## src/hdl/prs_pkg.sv

```systemverilog
// Purpose: constants for the port register space (offsets, resets, masks)
// Assumes: registers sit one per aligned 32-bit APB word, byte address = index * 4
// Notes:   indices are the printed word offsets of the register window
package prs_pkg;

  // ------------------------------------------------------------
  // window and widths
  // ------------------------------------------------------------
  localparam int unsigned NPORT      = 8;
  localparam int unsigned PIN_W      = 8;
  localparam int unsigned IDX_W      = 7;             // 128-entry window
  localparam logic [6:0]  WIN_FIRST  = 7'h00;         // window start index
  localparam logic [6:0]  WIN_LAST   = 7'h7F;         // window end index

  // ------------------------------------------------------------
  // register indices
  // ------------------------------------------------------------
  localparam logic [6:0] OFS_PORT0_DATA  = 7'h00;
  localparam logic [6:0] OFS_PORT1_DATA  = 7'h01;
  localparam logic [6:0] OFS_PORT0_DIR   = 7'h02;
  localparam logic [6:0] OFS_PORT1_DIR   = 7'h04;
  localparam logic [6:0] OFS_PORT1_FSEL  = 7'h05;
  localparam logic [6:0] OFS_PORT2_DATA  = 7'h06;
  localparam logic [6:0] OFS_PORT3_DATA  = 7'h07;
  localparam logic [6:0] OFS_PORT2_DIR   = 7'h08;
  localparam logic [6:0] OFS_PORT2_FSEL  = 7'h09;
  localparam logic [6:0] OFS_PORT3_DIR   = 7'h0A;
  localparam logic [6:0] OFS_PORT3_FSEL  = 7'h0B;
  localparam logic [6:0] OFS_PORT4_DATA  = 7'h0C;
  localparam logic [6:0] OFS_PORT5_INPUT = 7'h0D;
  localparam logic [6:0] OFS_PORT4_DIR   = 7'h0E;
  localparam logic [6:0] OFS_PORT4_FSEL  = 7'h10;
  localparam logic [6:0] OFS_PORT6_DATA  = 7'h12;
  localparam logic [6:0] OFS_PORT7_DATA  = 7'h13;
  localparam logic [6:0] OFS_PORT6_DIR   = 7'h14;
  localparam logic [6:0] OFS_PORT7_DIR   = 7'h15;
  localparam logic [6:0] OFS_PORT6_FSEL  = 7'h16;

  // ------------------------------------------------------------
  // reset values and fixed pin roles
  // ------------------------------------------------------------
  localparam logic [7:0] DATA_RST [NPORT] = '{8'h00, 8'h00, 8'hFF, 8'hFF, 8'hFF, 8'h00, 8'hFF, 8'hFF};
  localparam logic [7:0] DIR_RST         = 8'h00;     // every direction bit an input
  localparam logic [7:0] FSEL_RST        = 8'h00;     // every pin on its latch
  // pins that always drive (port 3 bits 0 and 1 are output only)
  localparam logic [7:0] FORCE_OUT [NPORT] = '{8'h00, 8'h00, 8'h00, 8'h03, 8'h00, 8'h00, 8'h00, 8'h00};
  localparam int unsigned STROBE_PORT = 3;            // read strobe pin port
  localparam int unsigned STROBE_BIT  = 0;            // read strobe pin bit
  localparam int unsigned INPUT_PORT  = 5;            // input only port

  // ------------------------------------------------------------
  // register kinds
  // ------------------------------------------------------------
  typedef enum {
    PRS_NONE,
    PRS_DATA,
    PRS_INPUT,
    PRS_DIR,
    PRS_FSEL
  } prs_kind_t;

endpackage : prs_pkg

```

## src/hdl/prs_port_cell.sv

```systemverilog
// Purpose: one port's output mux and pin drivers
// Assumes: alternate signals come from same-clock logic
// Notes:   enable outputs are active low; both outputs are registered
`timescale 1ns/1ps
module prs_port_cell #(
  parameter int unsigned W = 8
) (
  input  wire logic         clk_sys_i,
  input  wire logic         rst_i,
  input  wire logic [W-1:0] latch_i,
  input  wire logic [W-1:0] alt_i,
  input  wire logic [W-1:0] fsel_i,
  input  wire logic [W-1:0] drive_i,
  output logic      [W-1:0] pin_out_o,
  output logic      [W-1:0] pin_oe_n_o
);

  initial begin
    if (W < 1) $error("prs_port_cell: W must be at least 1");
  end

  logic [W-1:0] out_q;
  logic [W-1:0] out_d;
  logic [W-1:0] oe_n_q;
  logic [W-1:0] oe_n_d;

  // pin level: alternate signal or latch, enable from drive mask
  always_comb begin
    out_d  = (fsel_i & alt_i) | (~fsel_i & latch_i);
    oe_n_d = ~drive_i;
  end

  // registered pin drivers, released to input at reset
  always_ff @(posedge clk_sys_i or posedge rst_i) begin
    if (rst_i) begin
      out_q  <= '0;
      oe_n_q <= '1;
    end else begin
      out_q  <= out_d;
      oe_n_q <= oe_n_d;
    end
  end

  assign pin_out_o  = out_q;
  assign pin_oe_n_o = oe_n_q;

endmodule : prs_port_cell

```

## src/hdl/prs_sync.sv

```systemverilog
// Purpose: two-flop synchroniser for the pin inputs
// Assumes: inputs are asynchronous to clk_sys_i
// Notes:   stage one feeds stage two only
`timescale 1ns/1ps
module prs_sync #(
  parameter int unsigned WIDTH = 64
) (
  input  wire logic             clk_sys_i,
  input  wire logic             rst_i,
  input  wire logic [WIDTH-1:0] async_i,
  output logic      [WIDTH-1:0] sync_o
);

  initial begin
    if (WIDTH < 1) $error("prs_sync: WIDTH must be at least 1");
  end

  logic [WIDTH-1:0] meta_q;
  logic [WIDTH-1:0] meta_d;
  logic [WIDTH-1:0] sync_q;
  logic [WIDTH-1:0] sync_d;

  // next values: shift one stage
  always_comb begin
    meta_d = async_i;
    sync_d = meta_q;
  end

  // two stages
  always_ff @(posedge clk_sys_i or posedge rst_i) begin
    if (rst_i) begin
      meta_q <= '0;
      sync_q <= '0;
    end else begin
      meta_q <= meta_d;
      sync_q <= sync_d;
    end
  end

  assign sync_o = sync_q;

endmodule : prs_sync

```

## src/hdl/prs_top.sv

```systemverilog
// Purpose: port register space of the peripheral window, APB slave plus port pins
// Assumes: APB master on clk_sys_i; pins asynchronous; strobe requests on clk_sys_i
// Notes:   register at index n sits at byte address 4*n
//
// How it works
// - registers decode only inside the 128-entry window from index 00h to 7Fh.
// - with the strobe selected on port 3 bit 0 and its latch at 0, internal reads strobe too.
// - with the strobe selected and the latch at 1, only external reads strobe.
// - port 5 is read only, returns pin states and ignores writes.
// - direction and function-select registers take writes and read back as zero.
`timescale 1ns/1ps
module prs_top
  import prs_pkg::*;
#(
  parameter int unsigned PORT_W = PIN_W
) (
  input  wire logic        clk_sys_i,
  input  wire logic        rst_i,
  input  wire logic        psel_i,
  input  wire logic        penable_i,
  input  wire logic        pwrite_i,
  input  wire logic [31:0] paddr_i,
  input  wire logic [31:0] pwdata_i,
  input  wire logic [3:0]  pstrb_i,
  output logic             pready_o,
  output logic      [31:0] prdata_o,
  output logic             pslverr_o,
  input  wire logic [63:0] pin_in_i,
  output logic      [63:0] pin_out_o,
  output logic      [63:0] pin_oe_n_o,
  input  wire logic [63:0] alt_out_i,
  input  wire logic        ext_rd_i,
  input  wire logic        int_rd_i
);

  initial begin
    if (PORT_W != PIN_W) $error("prs_top: PORT_W must equal 8");
  end

  // ------------------------------------------------------------
  // state
  // ------------------------------------------------------------
  logic [7:0]  data_q [NPORT];
  logic [7:0]  data_d [NPORT];
  logic [7:0]  dir_q  [NPORT];
  logic [7:0]  dir_d  [NPORT];
  logic [7:0]  fsel_q [NPORT];
  logic [7:0]  fsel_d [NPORT];
  logic [7:0]  drive  [NPORT];
  logic        pready_q;
  logic        pready_d;
  logic [31:0] prdata_q;
  logic [31:0] prdata_d;
  logic        pslverr_q;
  logic        pslverr_d;
  logic [63:0] pin_sync;
  logic [63:0] alt_mux;
  logic [6:0]  idx;
  logic        in_window;
  prs_kind_t   kind;
  logic [2:0]  port;
  logic        setup;
  logic        commit;
  logic        strobe_n;

  // ------------------------------------------------------------
  // pin input synchroniser
  // ------------------------------------------------------------
  prs_sync #(.WIDTH(64)) u_sync (
    .clk_sys_i (clk_sys_i),
    .rst_i     (rst_i),
    .async_i   (pin_in_i),
    .sync_o    (pin_sync)
  );

  // ------------------------------------------------------------
  // address decode
  // ------------------------------------------------------------
  assign idx       = paddr_i[8:2];
  assign in_window = (paddr_i[31:9] == 23'h0) && (paddr_i[1:0] == 2'b00)
                     && (idx >= WIN_FIRST) && (idx <= WIN_LAST);
  assign setup     = psel_i && !penable_i;
  assign commit    = psel_i && penable_i && pready_q;

  // index to register kind and port
  always_comb begin
    kind = PRS_NONE;
    port = 3'd0;
    if (in_window) begin
      case (idx)
        OFS_PORT0_DATA:  begin kind = PRS_DATA;  port = 3'd0; end
        OFS_PORT1_DATA:  begin kind = PRS_DATA;  port = 3'd1; end
        OFS_PORT0_DIR:   begin kind = PRS_DIR;   port = 3'd0; end
        OFS_PORT1_DIR:   begin kind = PRS_DIR;   port = 3'd1; end
        OFS_PORT1_FSEL:  begin kind = PRS_FSEL;  port = 3'd1; end
        OFS_PORT2_DATA:  begin kind = PRS_DATA;  port = 3'd2; end
        OFS_PORT3_DATA:  begin kind = PRS_DATA;  port = 3'd3; end
        OFS_PORT2_DIR:   begin kind = PRS_DIR;   port = 3'd2; end
        OFS_PORT2_FSEL:  begin kind = PRS_FSEL;  port = 3'd2; end
        OFS_PORT3_DIR:   begin kind = PRS_DIR;   port = 3'd3; end
        OFS_PORT3_FSEL:  begin kind = PRS_FSEL;  port = 3'd3; end
        OFS_PORT4_DATA:  begin kind = PRS_DATA;  port = 3'd4; end
        OFS_PORT5_INPUT: begin kind = PRS_INPUT; port = 3'd5; end
        OFS_PORT4_DIR:   begin kind = PRS_DIR;   port = 3'd4; end
        OFS_PORT4_FSEL:  begin kind = PRS_FSEL;  port = 3'd4; end
        OFS_PORT6_DATA:  begin kind = PRS_DATA;  port = 3'd6; end
        OFS_PORT7_DATA:  begin kind = PRS_DATA;  port = 3'd7; end
        OFS_PORT6_DIR:   begin kind = PRS_DIR;   port = 3'd6; end
        OFS_PORT7_DIR:   begin kind = PRS_DIR;   port = 3'd7; end
        OFS_PORT6_FSEL:  begin kind = PRS_FSEL;  port = 3'd6; end
        default:         begin kind = PRS_NONE;  port = 3'd0; end
      endcase
    end
  end

  // ------------------------------------------------------------
  // register writes (full byte lane 0 only)
  // ------------------------------------------------------------
  always_comb begin
    data_d = data_q;
    dir_d  = dir_q;
    fsel_d = fsel_q;
    if (commit && pwrite_i && pstrb_i[0]) begin
      case (kind)
        PRS_DATA: data_d[port] = pwdata_i[7:0];
        PRS_DIR:  dir_d[port]  = pwdata_i[7:0];
        PRS_FSEL: fsel_d[port] = pwdata_i[7:0];
        PRS_INPUT: ;                              // write has no effect
        default: ;
      endcase
    end
  end

  // register bank
  always_ff @(posedge clk_sys_i or posedge rst_i) begin
    if (rst_i) begin
      for (int i = 0; i < NPORT; i++) begin
        data_q[i] <= DATA_RST[i];
        dir_q[i]  <= DIR_RST;                     // all direction bits start as inputs; port 3 bits 0 and 1 still drive
        fsel_q[i] <= FSEL_RST;
      end
    end else begin
      data_q <= data_d;
      dir_q  <= dir_d;
      fsel_q <= fsel_d;
    end
  end

  // ------------------------------------------------------------
  // pin drive masks and read strobe
  // ------------------------------------------------------------
  always_comb begin
    for (int i = 0; i < NPORT; i++) begin
      drive[i] = dir_q[i] | fsel_q[i] | FORCE_OUT[i];
    end
    drive[INPUT_PORT] = 8'h00;                          // input only port
  end

  // strobe low on external reads, and on internal reads while the latch holds 0
  assign strobe_n = !(ext_rd_i || (int_rd_i && !data_q[STROBE_PORT][STROBE_BIT]));

  always_comb begin
    alt_mux = alt_out_i;
    alt_mux[STROBE_PORT*8+STROBE_BIT] = strobe_n;
  end

  // one cell per port
  for (genvar g = 0; g < NPORT; g++) begin : g_port
    prs_port_cell #(.W(PIN_W)) u_cell (
      .clk_sys_i  (clk_sys_i),
      .rst_i      (rst_i),
      .latch_i    (data_q[g]),
      .alt_i      (alt_mux[g*8 +: 8]),
      .fsel_i     (fsel_q[g]),
      .drive_i    (drive[g]),
      .pin_out_o  (pin_out_o[g*8 +: 8]),
      .pin_oe_n_o (pin_oe_n_o[g*8 +: 8])
    );
  end

  // ------------------------------------------------------------
  // APB answer: one access cycle, data registered in setup
  // ------------------------------------------------------------
  always_comb begin
    pready_d  = setup;
    prdata_d  = prdata_q;
    pslverr_d = 1'b0;                             // error stands only beside pready
    if (setup) begin
      prdata_d  = 32'h0000_0000;
      pslverr_d = (kind == PRS_NONE);             // unmapped or outside window
      if (!pwrite_i) begin
        case (kind)
          // driven bits read the latch, others the pin
          PRS_DATA:  prdata_d[7:0] = (drive[port] & data_q[port])
                                     | (~drive[port] & pin_sync[{port, 3'b000} +: 8]);
          PRS_INPUT: prdata_d[7:0] = pin_sync[INPUT_PORT*8 +: 8];
          PRS_DIR:   prdata_d[7:0] = 8'h00;
          PRS_FSEL:  prdata_d[7:0] = 8'h00;
          default:   prdata_d[7:0] = 8'h00;
        endcase
      end
    end
  end

  // answer registers
  always_ff @(posedge clk_sys_i or posedge rst_i) begin
    if (rst_i) begin
      pready_q  <= 1'b0;
      prdata_q  <= 32'h0000_0000;
      pslverr_q <= 1'b0;
    end else begin
      pready_q  <= pready_d;
      prdata_q  <= prdata_d;
      pslverr_q <= pslverr_d;
    end
  end

  assign pready_o  = pready_q;
  assign prdata_o  = prdata_q;
  assign pslverr_o = pslverr_q;
endmodule : prs_top

```

## config.mk

```make
export PLATFORM = sky130hd
export DESIGN_NAME = prs_top
export DESIGN_NICKNAME = d
export VERILOG_FILES = /design/src/hdl/prs_pkg.sv /design/src/hdl/prs_port_cell.sv /design/src/hdl/prs_sync.sv /design/src/hdl/prs_top.sv
export SDC_FILE = /design/constraint.sdc
export NUM_CORES = 1
export LEC_CHECK = 0
export ABC_AREA = 0
export BUFFER_PORTS_ARGS = -buffer_cell sky130_fd_sc_hd__buf_2
export CORE_MARGIN = 3
export CORE_UTILIZATION = 33
export CTS_BUF_LIST = sky130_fd_sc_hd__clkbuf_16
export DETAILED_ROUTE_END_ITERATION = 8
export PLACE_DENSITY_LB_ADDON = 0.3
export SLEW_MARGIN = 15
export SYNTH_ARGS = -nofsm -noshare
export SYNTH_HDL_FRONTEND = slang
export SYNTH_HIERARCHICAL = 1
export SYNTH_SLANG_ARGS = --single-unit
```

## constraint.sdc

```tcl
create_clock -name clk_sys_i -period 6.2 [get_ports clk_sys_i]
set_input_delay 1.24 -clock clk_sys_i [delete_from_list [all_inputs] [get_ports clk_sys_i]]
set_output_delay 1.24 -clock clk_sys_i [all_outputs]
set_load 0.02 [all_outputs]
```

# [Word-level counts from Yosys, hierarchy flattened]
# Memory sizes are Yosys's and may differ from the RTL's.
# Cells that the tools add are included.
[totals] ff_bits=450 rom_bits=192 in_bits=203 output_inout_bits=162 elab_cells=143 n_memories=1
[classes] order_cmp=4 eq_ne=4 shifts=1 mux=17 bitwise_logic=51 reduce_logical=21
[mem_list] name="(no name shown)" depth=32 word_bits=6 rd=1 rd_ports_with_merged_regs=0 write_ports=0 line_no="prs_top.sv:90" rtl="case (idx)"
[op_table] cell="$bwmux W64" n=3
[op_table] cell="$and A8 B8 Y8" n=18
[op_table] cell="$not A8 Y8" n=16
[op_table] cell="$or A8 B8 Y8" n=16
[op_table] cell="$eq A32 B2 Y1 const B" n=2
[op_table] cell="$shiftx A64 B7 Y8" n=1
[op_table] cell="$bmux W8 S3" n=2
[op_table] cell="$mux W8" n=6
[op_table] cell="$mux W35" n=1
[op_table] cell="$eq A32 B1 Y1 const B" n=1
[op_table] cell="$eq A32 B3 Y1 const B" n=1
[op_table] cell="$logic_not A32 Y1" n=1
[op_table] cell="$mux W32" n=1
[op_table] cell="$demux W8 S3" n=1
[op_table] cell="$logic_not A23 Y1" n=1
[op_table] cell="$pmux W8 S2" n=1
[op_table] cell="$logic_and A1 B1 Y1" n=10
[op_table] cell="$ge A7 B1 Y1 const B" n=1
[op_table] cell="$le A7 B7 Y1 const B" n=1
[op_table] cell="$reduce_and A2 Y1" n=3
[op_table] cell="$ge A4 B4 Y1 const B" n=1
[op_table] cell="$logic_not A2 Y1" n=2
[op_table] cell="$lt A4 B1 Y1 const B" n=1
[op_table] cell="$not A3 Y4" n=1
[op_table] cell="4 further kinds" n=6

# [Longest topological paths before layout]
# Gate-level depths: netlist (run 1).
[depth] depth_word=14 ltp_mapped=13 mapped_depth_nobuf=10

# [Hierarchy]
# Netlist (run 1), hierarchy kept.
[by_module_without_submodules] mod="prs_top" n_inst=1 cells_each=892 area_per_inst_um2=10338.7 seq_area_each_um2=4854.7
[by_module_without_submodules] mod="prs_port_cell" n_inst=8 cells_each=33 area_per_inst_um2=564.3 seq_area_each_um2=410.4
[by_module_without_submodules] mod="prs_sync" n_inst=1 cells_each=129 area_per_inst_um2=3206.8 seq_area_each_um2=3203.1

# [Worst setup path before layout (run 1)]
# Ideal clock, no wire load.
[synth_timing] kind="input to register" startpoint="in paddr_i[13]" endpoint="reg dir_q[40] in the netlist's numbering" setup_time_ns=0.125 arrival_ns=3.744 required_time_ns=6.075 slack_ns=2.331 path_stages=9 n_path_buf=3 path_cell_list="nor4_1 nand4_1 or4_1 buf_2 or4_4 buf_6 or3_1 buf_4 mux2_4"
[synth_between] elab_chain_len=11 elab_cells_between_ends=15 classes_between="2 x order compare; 1 x eq/ne; 5 x mux; 1 x bitwise; 6 x reduce/logical"
[synth_rtl] element="start: declaration" line_no="prs_top.sv:22" rtl="input wire logic [31:0] paddr_i,"
[synth_rtl] element="$logic_not A23 Y1 (*)" line_no="prs_top.sv:80" rtl="assign in_window = (paddr_i[31:9] == 23'h0) && (paddr_i[1:0] == 2'b00)"
[synth_rtl] element="$logic_and A1 B1 Y1 (*)" line_no="prs_top.sv:80"
[synth_rtl] element="$logic_and A1 B1 Y1 (*) (2 in a row)" line_no="prs_top.sv:81" rtl="&& (idx >= WIN_FIRST) && (idx <= WIN_LAST);"
[synth_rtl] element="$mux W3" line_no="prs_top.sv:89" rtl="if (in_window) begin"
[synth_rtl] element="$not A3 Y4 (implied by the code)" line_no="prs_top.sv:126" rtl="PRS_DIR: dir_d[port] = pwdata_i[7:0];"
[synth_rtl] element="$ge A4 B4 Y1 (implied by the code) / $lt A4 B1 Y1 (equally long branches)" line_no="prs_top.sv:126"
[synth_rtl] element="$logic_and A1 B1 Y1 (implied by the code)" line_no="prs_top.sv:126"
[synth_rtl] element="$mux W8 (implied by the code)" line_no="prs_top.sv:126"
[synth_rtl] element="$demux W8 S3" line_no="prs_top.sv:126"
[synth_rtl] element="$bwmux W64" line_no="prs_top.sv:126"
[synth_rtl] element="end signal: assignment" line_no="prs_top.sv:144" rtl="dir_q <= dir_d;"
[synth_rtl] element="end: declaration" line_no="prs_top.sv:45" rtl="logic [7:0] dir_q [NPORT];"
# Every way passes the cells marked *; elsewhere a longest branch is shown, timed or not.
# A chain may end at the register's enable or synchronous reset.

# [Worst setup path in the final report (run 1)]
[layout_timing] startpoint="in paddr_i[12]" endpoint="reg prdata_q[2] (netlist: prdata_o[2])"
[layout_between] elab_chain_len=14 elab_cells_between_ends=22 classes_between="2 x eq/ne; 1 x shift; 10 x mux; 5 x bitwise; 4 x reduce/logical"
[layout_rtl] element="$logic_not A23 Y1 (*)" line_no="prs_top.sv:80"
[layout_rtl] element="$logic_and A1 B1 Y1 (*)" line_no="prs_top.sv:80"
[layout_rtl] element="$logic_and A1 B1 Y1 (*) (2 in a row)" line_no="prs_top.sv:81"
[layout_rtl] element="parallel branches: the longest is 8 deep, another holds $shiftx A64 B7 Y8"
[layout_rtl] element="$pmux W8 S2 (*)" line_no="prs_top.sv:192" rtl="case (kind)"
[layout_rtl] element="$mux W8 (*)" line_no="prs_top.sv:191" rtl="if (!pwrite_i) begin"
[layout_rtl] element="end signal: assignment" line_no="prs_top.sv:213" rtl="prdata_q <= prdata_d;"
[layout_rtl] element="end: declaration" line_no="prs_top.sv:52" rtl="logic [31:0] prdata_q;"
# Every way passes the cells marked *. The select of a mux whose other input is x is not followed.

==> impl_metrics.ini, run 1 <==
[run_status]
status = finished, final reports clean

[drt]
route.detailed.drc = 0
post_drt_via_cell_ratio = 4.84
drt-initial-drc-count = 703
first_pass_iters = 7
ant_nets = 0
post_drt_wl_per_cell_um = 23.1
dr_total_vias = 11400
wl_um = 54200

[finish]
area_delta_synth_final_pct = 22.1
final_common_cell = dfrtp_1
seq_area_mm2 = 0.0113
multi_input_area_mm2 = 0.00612
layout.nets = 1823
fin_cells = 2348
drive_gt1_share_pct = 51.4
fin_area_mm2 = 0.0220
final_cell_mix = dfrtp_1 (344), buf_2 (312), mux2_2 (176), dfstp_2 (104), inv_1 (86)
fill_cells = 5064
diodes = 0
post-route-util_pct = 40.8

[synth]
avgSynthCellArea_um2 = 14.1
synth_seq_cells = 448
synthCells = 1285
synth_area_mm2 = 0.0181
synthMuxAreaShare_pct = 18.8
seq_area_frac_synth_pct = 62.8
ys.warnings.count = 6
synthAdderAreaFrac_pct = 0.624
synthArstFlopShare_pct = 100
yosys.cell_types.count = 63
synthXorXnorAreaFrac_pct = 0.0485
synth_top_family_by_area = multiplexers
ys.flop_type = dfrtp_1
synth-simple-area-share_pct = 8.49
synth-edff-count = 0
synth-compound-area-share_pct = 4.98

[power_and_ir_drop]
power_density_mw_per_mm2 = 283
ir_worst_vdd_mv = 0.236
p_leak_uw = 0.0107

[global_routing]
grt_pass1_vias = 11900
antenna_found_initial = 5
grt_max_degree = 169
grt_overflow = 0
grt_usage_pct = 18.8
grt_pass1_wl_um = 78700

[floorplan]
coreArea_mm2 = 0.0540
dieArea_mm2 = 0.0576
io_pins = 365
start_util_pct = 33.4
die_y_um = 240
core.rowCount = 85
die_w_um = 240

[sta]
relSlewSlack_pct = 32.6
period_needed_ns = 4.31
finalCritPeriodShare_pct = 69.5
worst_pin_slew_ns = 1.01
skew_ns = 0.0239
max_freq_mhz = 232
rsz0062_at_grt = no
setup_viol = 0
report.final.slew_viol_count = 0
setup_slack_ns = 1.89
hold_viol_final = 0
finalSetupTns_ns = 0

[critical_path]
crit_arrival_ns = 4.77
rr_startpoint = pready_o$_DFF_PP0_
worstPathRequired_ns = 6.66
startpoint = paddr_i[12]
worst_setup_path_start_kind = input port
crit_path_end_kind = flip-flop
path_class = input port to flip-flop
critPathMaxFanout = 16
reg2reg_slack_ns = 3.58

[clocking]
cts_setup_buffers = 0
cts_buffers = 49
clkTransAtPathRegs_ns = 0.06
htree_num_levels = 2
clock_latency_ns = 0.59
cts.sink_count = 448
cts_resized = 0
cts_tree = done
clock_path_buffers = 3
ctsHoldBuffers = 0
cts-root-buf = clkbuf_16

[placement]
place_ws_ns = 1.29
port_buffers = 312
dp_cells = 2256
hpwlAfterDp_um = 39500
placedInstanceArea_mm2 = 0.0204
gp_congestion = 0.872

[hold_path]
hold_path_class = flip-flop to flip-flop
hp-start = u_sync/meta_q[31]$_DFF_PP0_

[flow_run]
drv_cap = 0
cell families (layout without fill, tap and decap cells):
kind of cell | count (synthesis) | in the layout
and+or+nand+nor | 259 | 259
adders and majority gates | 9 | 9
xor gates and xnor gates | 1 | 1
other | 2 | 34
AOI/OAI and AO/OA | 119 | 119
DFF | 448 | 448
buffers and inverters | 168 | 503
muxes | 279 | 279
stage by stage:
step | total power (µW) | hold WS (ns)
3_5_place_dp | 3280 | 0.335
4_1_cts | 6330 | 0.346
5_1_grt | 6470 | 0.351
2_1_floorplan | 3160 | 0.331
3_3_place_gp | 3270 | 0.333
6_report | 6240 | 0.344
area by class of cell:
cell class                      instances  share of cell area, %
Sequential cell                       448                   51.4
Multi-Input combinational cell        701                   27.7
Timing Repair Buffer                  332                   7.88
Clock buffer                           51                   5.79
Tap cell                              696                   3.95
Clock inverter                         41                   1.84
Inverter                               79                   1.37
flip-flops by register name, summed over array words and instances, names as in the netlist:
name and count:
data_q 64, fsel_q 64, g_port.u_cell/pin_oe_n_o 64, g_port.u_cell/pin_out_o 64
u_sync/meta_q 64, u_sync/sync_o 64, dir_q 54, prdata_o 8
pready_o 1, pslverr_o 1
per-layer routing:
layer | part of all wire (%) | track usage (%)
met1 | 43 | 24.6
met2 | 49 | 31.5
met3 | 5.6 | 3.73
met4 | 2.6 | 5.96
met5 | 0.041 | 0
synth_stat cells, drive strengths merged (9+ instances only):
| master | n | area share (%) |
|---|---|---|
| inv | 79 | 1.6 |
| or2 | 55 | 1.9 |
| nor2 | 18 | 0.47 |
| a21o | 11 | 0.46 |
| ha | 9 | 0.62 |
| a211oi | 14 | 0.58 |
| a32oi | 11 | 0.53 |
| mux2 | 254 | 17 |
| nor4 | 12 | 0.42 |
| nand2 | 44 | 0.91 |
| nand3 | 34 | 0.94 |
| dfstp | 104 | 15 |
| dfrtp | 344 | 48 |
| a21oi | 19 | 0.53 |
| buf | 47 | 1.7 |
| a22oi | 9 | 0.37 |
| or3 | 14 | 0.48 |
| nor3 | 23 | 1.0 |
| and3 | 20 | 0.69 |
| clkbuf | 42 | 0.87 |
| mux2i | 25 | 1.4 |
worst paths after layout:
path | endpoint | cells past startpoint
worst max-delay path | prdata_o[2]$_DFFE_PP0P_ | 10
worst min-delay path | u_sync/sync_o[31]$_DFF_PP0_ | 0
worst max register to register | fsel_q[60]$_DFFE_PP0P_ | 4
worst min register to register | u_sync/sync_o[31]$_DFF_PP0_ | 0
max in group asynchronous | u_sync/sync_o[0]$_DFF_PP0_ | 3
min in group asynchronous | g_port[3].u_cell/pin_out_o[7]$_DFF_PP0_ | 2
worst max-delay path, stage by stage:
cell and delay, ns:
buf_2 0.10, nor4_1 0.31, nand4_1 0.31, or4_1 0.85
nor3_2 0.73, buf_4 0.32, o211ai_1 0.19, and2_1 0.21
a32oi_1 0.39, nand2_1 0.10
report_power, final:
| part | total (µW) | leakage (µW) | internal [µW] | switching [µW] |
|---|---|---|---|---|
| combinational | 232 | 0.00426 | 64.8 | 167 |
| clock | 3020 | 0.000839 | 1790 | 1220 |
| sequential | 2990 | 0.00559 | 2980 | 14.4 |
| total | 6240 | 0.0107 | 4830 | 1400 |
No activity file was read; power rests on OpenSTA's default activity.
==> inputs of run 2 (changes only) <==
- clock period: 6.2 -> 3.5 ns (I/O delays scaled with it)
==> impl_metrics.ini, run 2 (same netlist as run 1, synthesis figures left out) <==
[drt]
wl_um = 54600
dr_total_vias = 11700
drt-initial-drc-count = 665
post_drt_via_cell_ratio = 4.72
first_pass_iters = 4
ant_nets = 0
route.detailed.drc = 0
post_drt_wl_per_cell_um = 22.0

[finish]
final_cell_mix = dfrtp_1 (344), buf_2 (312), mux2_2 (176), buf_4 (129), dfstp_2 (104)
final_common_cell = dfrtp_1
diodes = 0
fill_cells = 5008
drive_gt1_share_pct = 54.9
area_delta_synth_final_pct = 29.0
layout.nets = 1953

[sta]
rsz0062_at_grt = no
period_needed_ns = 3.06
worst_pin_slew_ns = 0.844
report.final.slew_viol_count = 0
max_freq_mhz = 327
setup_viol = 0
finalCritPeriodShare_pct = 87.4
hold_viol_final = 0
hold_slack_ns = 0.214
skew_ns = 0.0201
relSlewSlack_pct = 43.6

[critical_path]
path_depth = 12
worstPathRequired_ns = 3.97
cp_cell_sequence = buf_2 > inv_1 > buf_4 > ha_1 > mux2_2 > nand2_1 > o311a_1 > nor2_1 > or4_1 > buf_4 > nor3_4 > mux2_2
path_delay_family = simple AND/OR/NAND/NOR gates
setup.worst_path.end = fsel_q[49]$_DFFE_PP0P_
critPathMaxFanout = 8
reg2reg_to = fsel_q[49]$_DFFE_PP0P_
startpoint = paddr_i[3]
crit_path_end_kind = flip-flop
worst_setup_path_start_kind = input port
reg2regPathDepth = 5
slowest_delay_ns = 0.49
slowest_stage = or4_1
cp_num_buf_inv = 4
path_class = input port to flip-flop
reg2reg_slack_ns = 1.19
crit_arrival_ns = 3.53
rr_startpoint = pready_o$_DFF_PP0_

[global_routing]
antenna_found_initial = 1
grt_pass1_wl_um = 79600
grt_max_degree = 53
grt_pass1_vias = 12300
grt_overflow = 0
grt_usage_pct = 19.0

[hold_path]
hold_path_class = input port to flip-flop
hp-start = pin_in_i[22]

[clocking]
cts-root-buf = clkbuf_16
clock_latency_ns = 0.59
ctsHoldBuffers = 0
cts_tree = done
cts_buffers = 49
cts.sink_count = 448
htree_num_levels = 2
clock_path_buffers = 3
clkTransAtPathRegs_ns = 0.06
cts_setup_buffers = 0
cts_resized = 0

[power_and_ir_drop]
power_density_mw_per_mm2 = 481
p_leak_uw = 0.0114
ir_worst_vdd_mv = 0.415
power_uw = 11200

[floorplan]
start_util_pct = 33.4
coreArea_mm2 = 0.0540
die_w_um = 240
core.rowCount = 85
die_y_um = 240
dieArea_mm2 = 0.0576
io_pins = 365

[flow_run]
drv_cap = 0

[placement]
gp_congestion = 0.868
port_buffers = 312
hpwlAfterDp_um = 41300

[run_status]
status = finished, final reports clean
==> run 2: cell count changes in the layout (fill, tap and decap cells not counted) <==
cell / change
clkinv_2: +4
inv_6: -2
bufinv_16: +3
buf_12: +19
clkbuf_16: -2
inv_4: -1
clkinv_8: +2
buf_4: +111
inv_1: -5
clkinv_1: +5
clkinvlp_4: -4
==> run 2: metal layers <==
metal | GRT usage (%) | vias up | share of wire, %
met5 | 0 | - | 0
met4 | 5.99 | 0 | 2.6
met3 | 3.53 | 80 | 5.6
met2 | 32.2 | 364 | 49
met1 | 24.7 | 5903 | 43
li1 | - | 5359 | -
==> run 2: cell type report <==
type	instances	area, µm²	share of cell area (%)
Tap cell	696	871	3.74
Sequential cell	448	11300	48.7
Multi-Input combinational cell	701	6120	26.2
Clock inverter	43	493	2.12
Inverter	79	304	1.30
Timing Repair Buffer	462	2950	12.7
Clock buffer	49	1230	5.26
==> run 2: metrics by stage <==
stage | util (%) | setup TNS [ns] | setup WS [ns] | area, µm² | instances
6_report | 43.1 | 0 | 0.441 | 23300 | 2478
2_1_floorplan | - | 0 | 0.171 | 18200 | 1317
3_3_place_gp | 39.9 | -13.10 | -0.232 | 21600 | 2386
5_1_grt | 43.1 | 0 | 0.183 | 23300 | 2478
4_1_cts | 43.1 | 0 | 0.417 | 23300 | 2478
3_5_place_dp | 39.9 | -11.79 | -0.206 | 21600 | 2386
==> run 2: power by group <==
group | total [µW] | switching, µW | internal, µW
combinational | 458 | 306 | 152
sequential | 5300 | 26.0 | 5270
clock | 5450 | 2140 | 3310
total | 11200 | 2470 | 8730
==> run 2: worst min path at each step <==
| stage | endpoint | cells after the start |
|---|---|---|
| CTS | u_sync/meta_q[41]$_DFF_PP0_ | 1 |
| finish | u_sync/meta_q[22]$_DFF_PP0_ | 1 |
| floorplan | u_sync/sync_o[0]$_DFF_PP0_ | 0 |
| global route | u_sync/meta_q[62]$_DFF_PP0_ | 1 |
| global placement | u_sync/sync_o[9]$_DFF_PP0_ | 0 |
| detailed placement | u_sync/sync_o[52]$_DFF_PP0_ | 0 |
==> inputs of run 3 (changes only) <==
- CORE_MARGIN: 3 -> not set
- clock period: 3.5 -> 3.1 ns (I/O delays scaled with it)
==> impl_metrics.ini, run 3 (same netlist as run 1, synthesis figures left out) <==
[sta]
setup_viol = 0
report.final.slew_viol_count = 0
rsz0062_at_grt = yes
finalCritPeriodShare_pct = 99.6
relSlewSlack_pct = 48.6
hold_slack_ns = 0.146
period_needed_ns = 3.09
worst_pin_slew_ns = 0.760
max_freq_mhz = 324
skew_ns = 0.0112
hold_viol_final = 0

[clocking]
ctsHoldBuffers = 0
clkTransAtPathRegs_ns = 0.06
cts_buffers = 46
cts_tree = done
htree_num_levels = 2
clock_latency_ns = 0.58
cts.sink_count = 448
clock_path_buffers = 3
cts-root-buf = clkbuf_16

[critical_path]
setup.worst_path.end = prdata_o[0]$_DFFE_PP0P_
reg2reg_slack_ns = 0.94
startpoint = paddr_i[13]
critPathMaxFanout = 9
path_delay_family = simple AND/OR/NAND/NOR gates
path_class = input port to flip-flop
crit_arrival_ns = 3.60
cp_num_buf_inv = 4
path_depth = 12
reg2reg_to = fsel_q[37]$_DFFE_PP0P_
worst_setup_path_start_kind = input port
cp_cell_sequence = buf_2 > nor4_2 > nand4_1 > buf_4 > or4_1 > buf_4 > or2_2 > o32ai_1 > buf_4 > a211o_1 > nand4_1 > nand3b_1
slowest_delay_ns = 0.57
reg2regPathDepth = 6
crit_top_cell = buf_4
crit_path_end_kind = flip-flop
rr_startpoint = pready_o$_DFF_PP0_
worstPathRequired_ns = 3.61
slowest_stage = or4_1

[run_status]
status = finished, final reports clean

[floorplan]
io_pins = 365
dieArea_mm2 = 0.0557
die_y_um = 236
start_util_pct = 33.5
core.rowCount = 85
coreArea_mm2 = 0.0539
die_w_um = 236

[flow_run]
drv_cap = 0

[global_routing]
antenna_found_initial = 1
grt_overflow = 0
grt_pass1_vias = 12300
grt_max_degree = 63
grt_usage_pct = 19.4
grt_pass1_wl_um = 79500

[power_and_ir_drop]
p_sw_uw = 2700
clock_power_share_pct = 45.9
combPwrFrac_pct = 4.4
ir_worst_vdd_mv = 0.394
p_int_uw = 9350
p_sw_share_pct = 22.4
p_leak_uw = 0.0115
power_density_mw_per_mm2 = 512
power_uw = 12000
seqPwrFrac_pct = 49.7

[finish]
final_common_cell = dfrtp_1
layout.nets = 1960
final_cell_mix = dfrtp_1 (344), buf_2 (312), mux2_2 (137), buf_4 (129), mux2_4 (117)
area_delta_synth_final_pct = 30.3
fill_cells = 4920
fin_area_mm2 = 0.0235
drive_gt1_share_pct = 55.4
post-route-util_pct = 43.6

[drt]
first_pass_iters = 5
route.detailed.drc = 0
drt-initial-drc-count = 876
wl_um = 53400
dr_total_vias = 11800
post_drt_via_cell_ratio = 4.73
post_drt_wl_per_cell_um = 21.5
ant_nets = 0

[placement]
port_buffers = 312
placedInstanceArea_mm2 = 0.0220
hpwlAfterDp_um = 41100
gp_congestion = 0.913

[hold_path]
hold_path_class = input port to flip-flop
## run 3: cell types whose count changed in the layout (fill, tap and decap cells not counted), moves of 4 or more
cell / before / now
buf_12: 21 / 31
mux2_4: 78 / 117
inv_1: 81 / 85
clkinv_1: 10 / 5
clkinvlp_4: 4 / 9
nor4_1: 12 / 8
bufinv_16: 10 / 4
clkinv_2: 11 / 6
mux2_2: 176 / 137
## run 3: area by class of cell
class | count | area, µm² | area share, %
Clock inverter | 36 | 307 | 1.30
Timing Repair Buffer | 472 | 3150 | 13.4
Sequential cell | 448 | 11300 | 48.2
Multi-Input combinational cell | 701 | 6320 | 26.9
Antenna cell | 1 | 2.50 | 0.0106
Inverter | 79 | 304 | 1.29
Clock buffer | 49 | 1230 | 5.21
Tap cell | 696 | 871 | 3.70
## run 3: what timing repair did
action                     4_1_cts  5_1_grt
gates resized for setup          0        2
buffers inserted                 0        1
setup endpoints to repair        0       11
## run 3: how the worst min path moves through the flow
stage                                 from                          end  slack [ns]  depth (start not counted)
2_1_floorplan   u_sync/meta_q[0]$_DFF_PP0_   u_sync/sync_o[0]$_DFF_PP0_        0.33                          0
3_3_place_gp   u_sync/meta_q[37]$_DFF_PP0_  u_sync/sync_o[37]$_DFF_PP0_        0.34                          0
3_5_place_dp   u_sync/meta_q[32]$_DFF_PP0_  u_sync/sync_o[32]$_DFF_PP0_        0.33                          0
4_1_cts                       pin_in_i[40]  u_sync/meta_q[40]$_DFF_PP0_        0.11                          1
5_1_grt                       pin_in_i[48]  u_sync/meta_q[48]$_DFF_PP0_        0.12                          1
6_report                      pin_in_i[40]  u_sync/meta_q[40]$_DFF_PP0_        0.15                          1
## run 3: power by group through the flow
stage               Combinational (µW)  Sequential [µW]  Clock [µW]
global placement                   535             6080           0
floorplan                          249             6080           0
global route                       592             5980        5950
CTS                                546             5980        5700
finish                             535             5980        5530
detailed placement                 544             6080           0
## run 3: stage by stage
| stage | instances | setup TNS, ns | setup slack, ns |
|---|---|---|---|
| after floorplan | 1317 | -5.62 | -0.134 |
| after global placement | 2395 | -58.29 | -0.572 |
| after detailed placement | 2395 | -69.17 | -0.588 |
| after CTS | 2480 | 0 | 0.0389 |
| after global routing | 2481 | -0.0804 | -0.0403 |
| final | 2482 | 0 | 0.0138 |
## run 3: routing by layer
metal  share of wire, %  wire length [µm]  GRT usage, %  vias to the layer above
li1                   -                 -             -                     5362
met1                 44             23500          25.9                     5940
met2                 48             25700          32.1                      367
met3                4.9              2630          3.21                       82
met4                2.8              1490          5.98                        0
met5                  0                 0             0                        -
## run 3: worst register-to-register path: cells and delay by family, from the launching register on
family | cells | cell delay (ns)
DFF | 1 | 0.34
buffers and inverters | 2 | 0.37
muxes | 1 | 0.33
and+or+nand+nor | 3 | 1.00
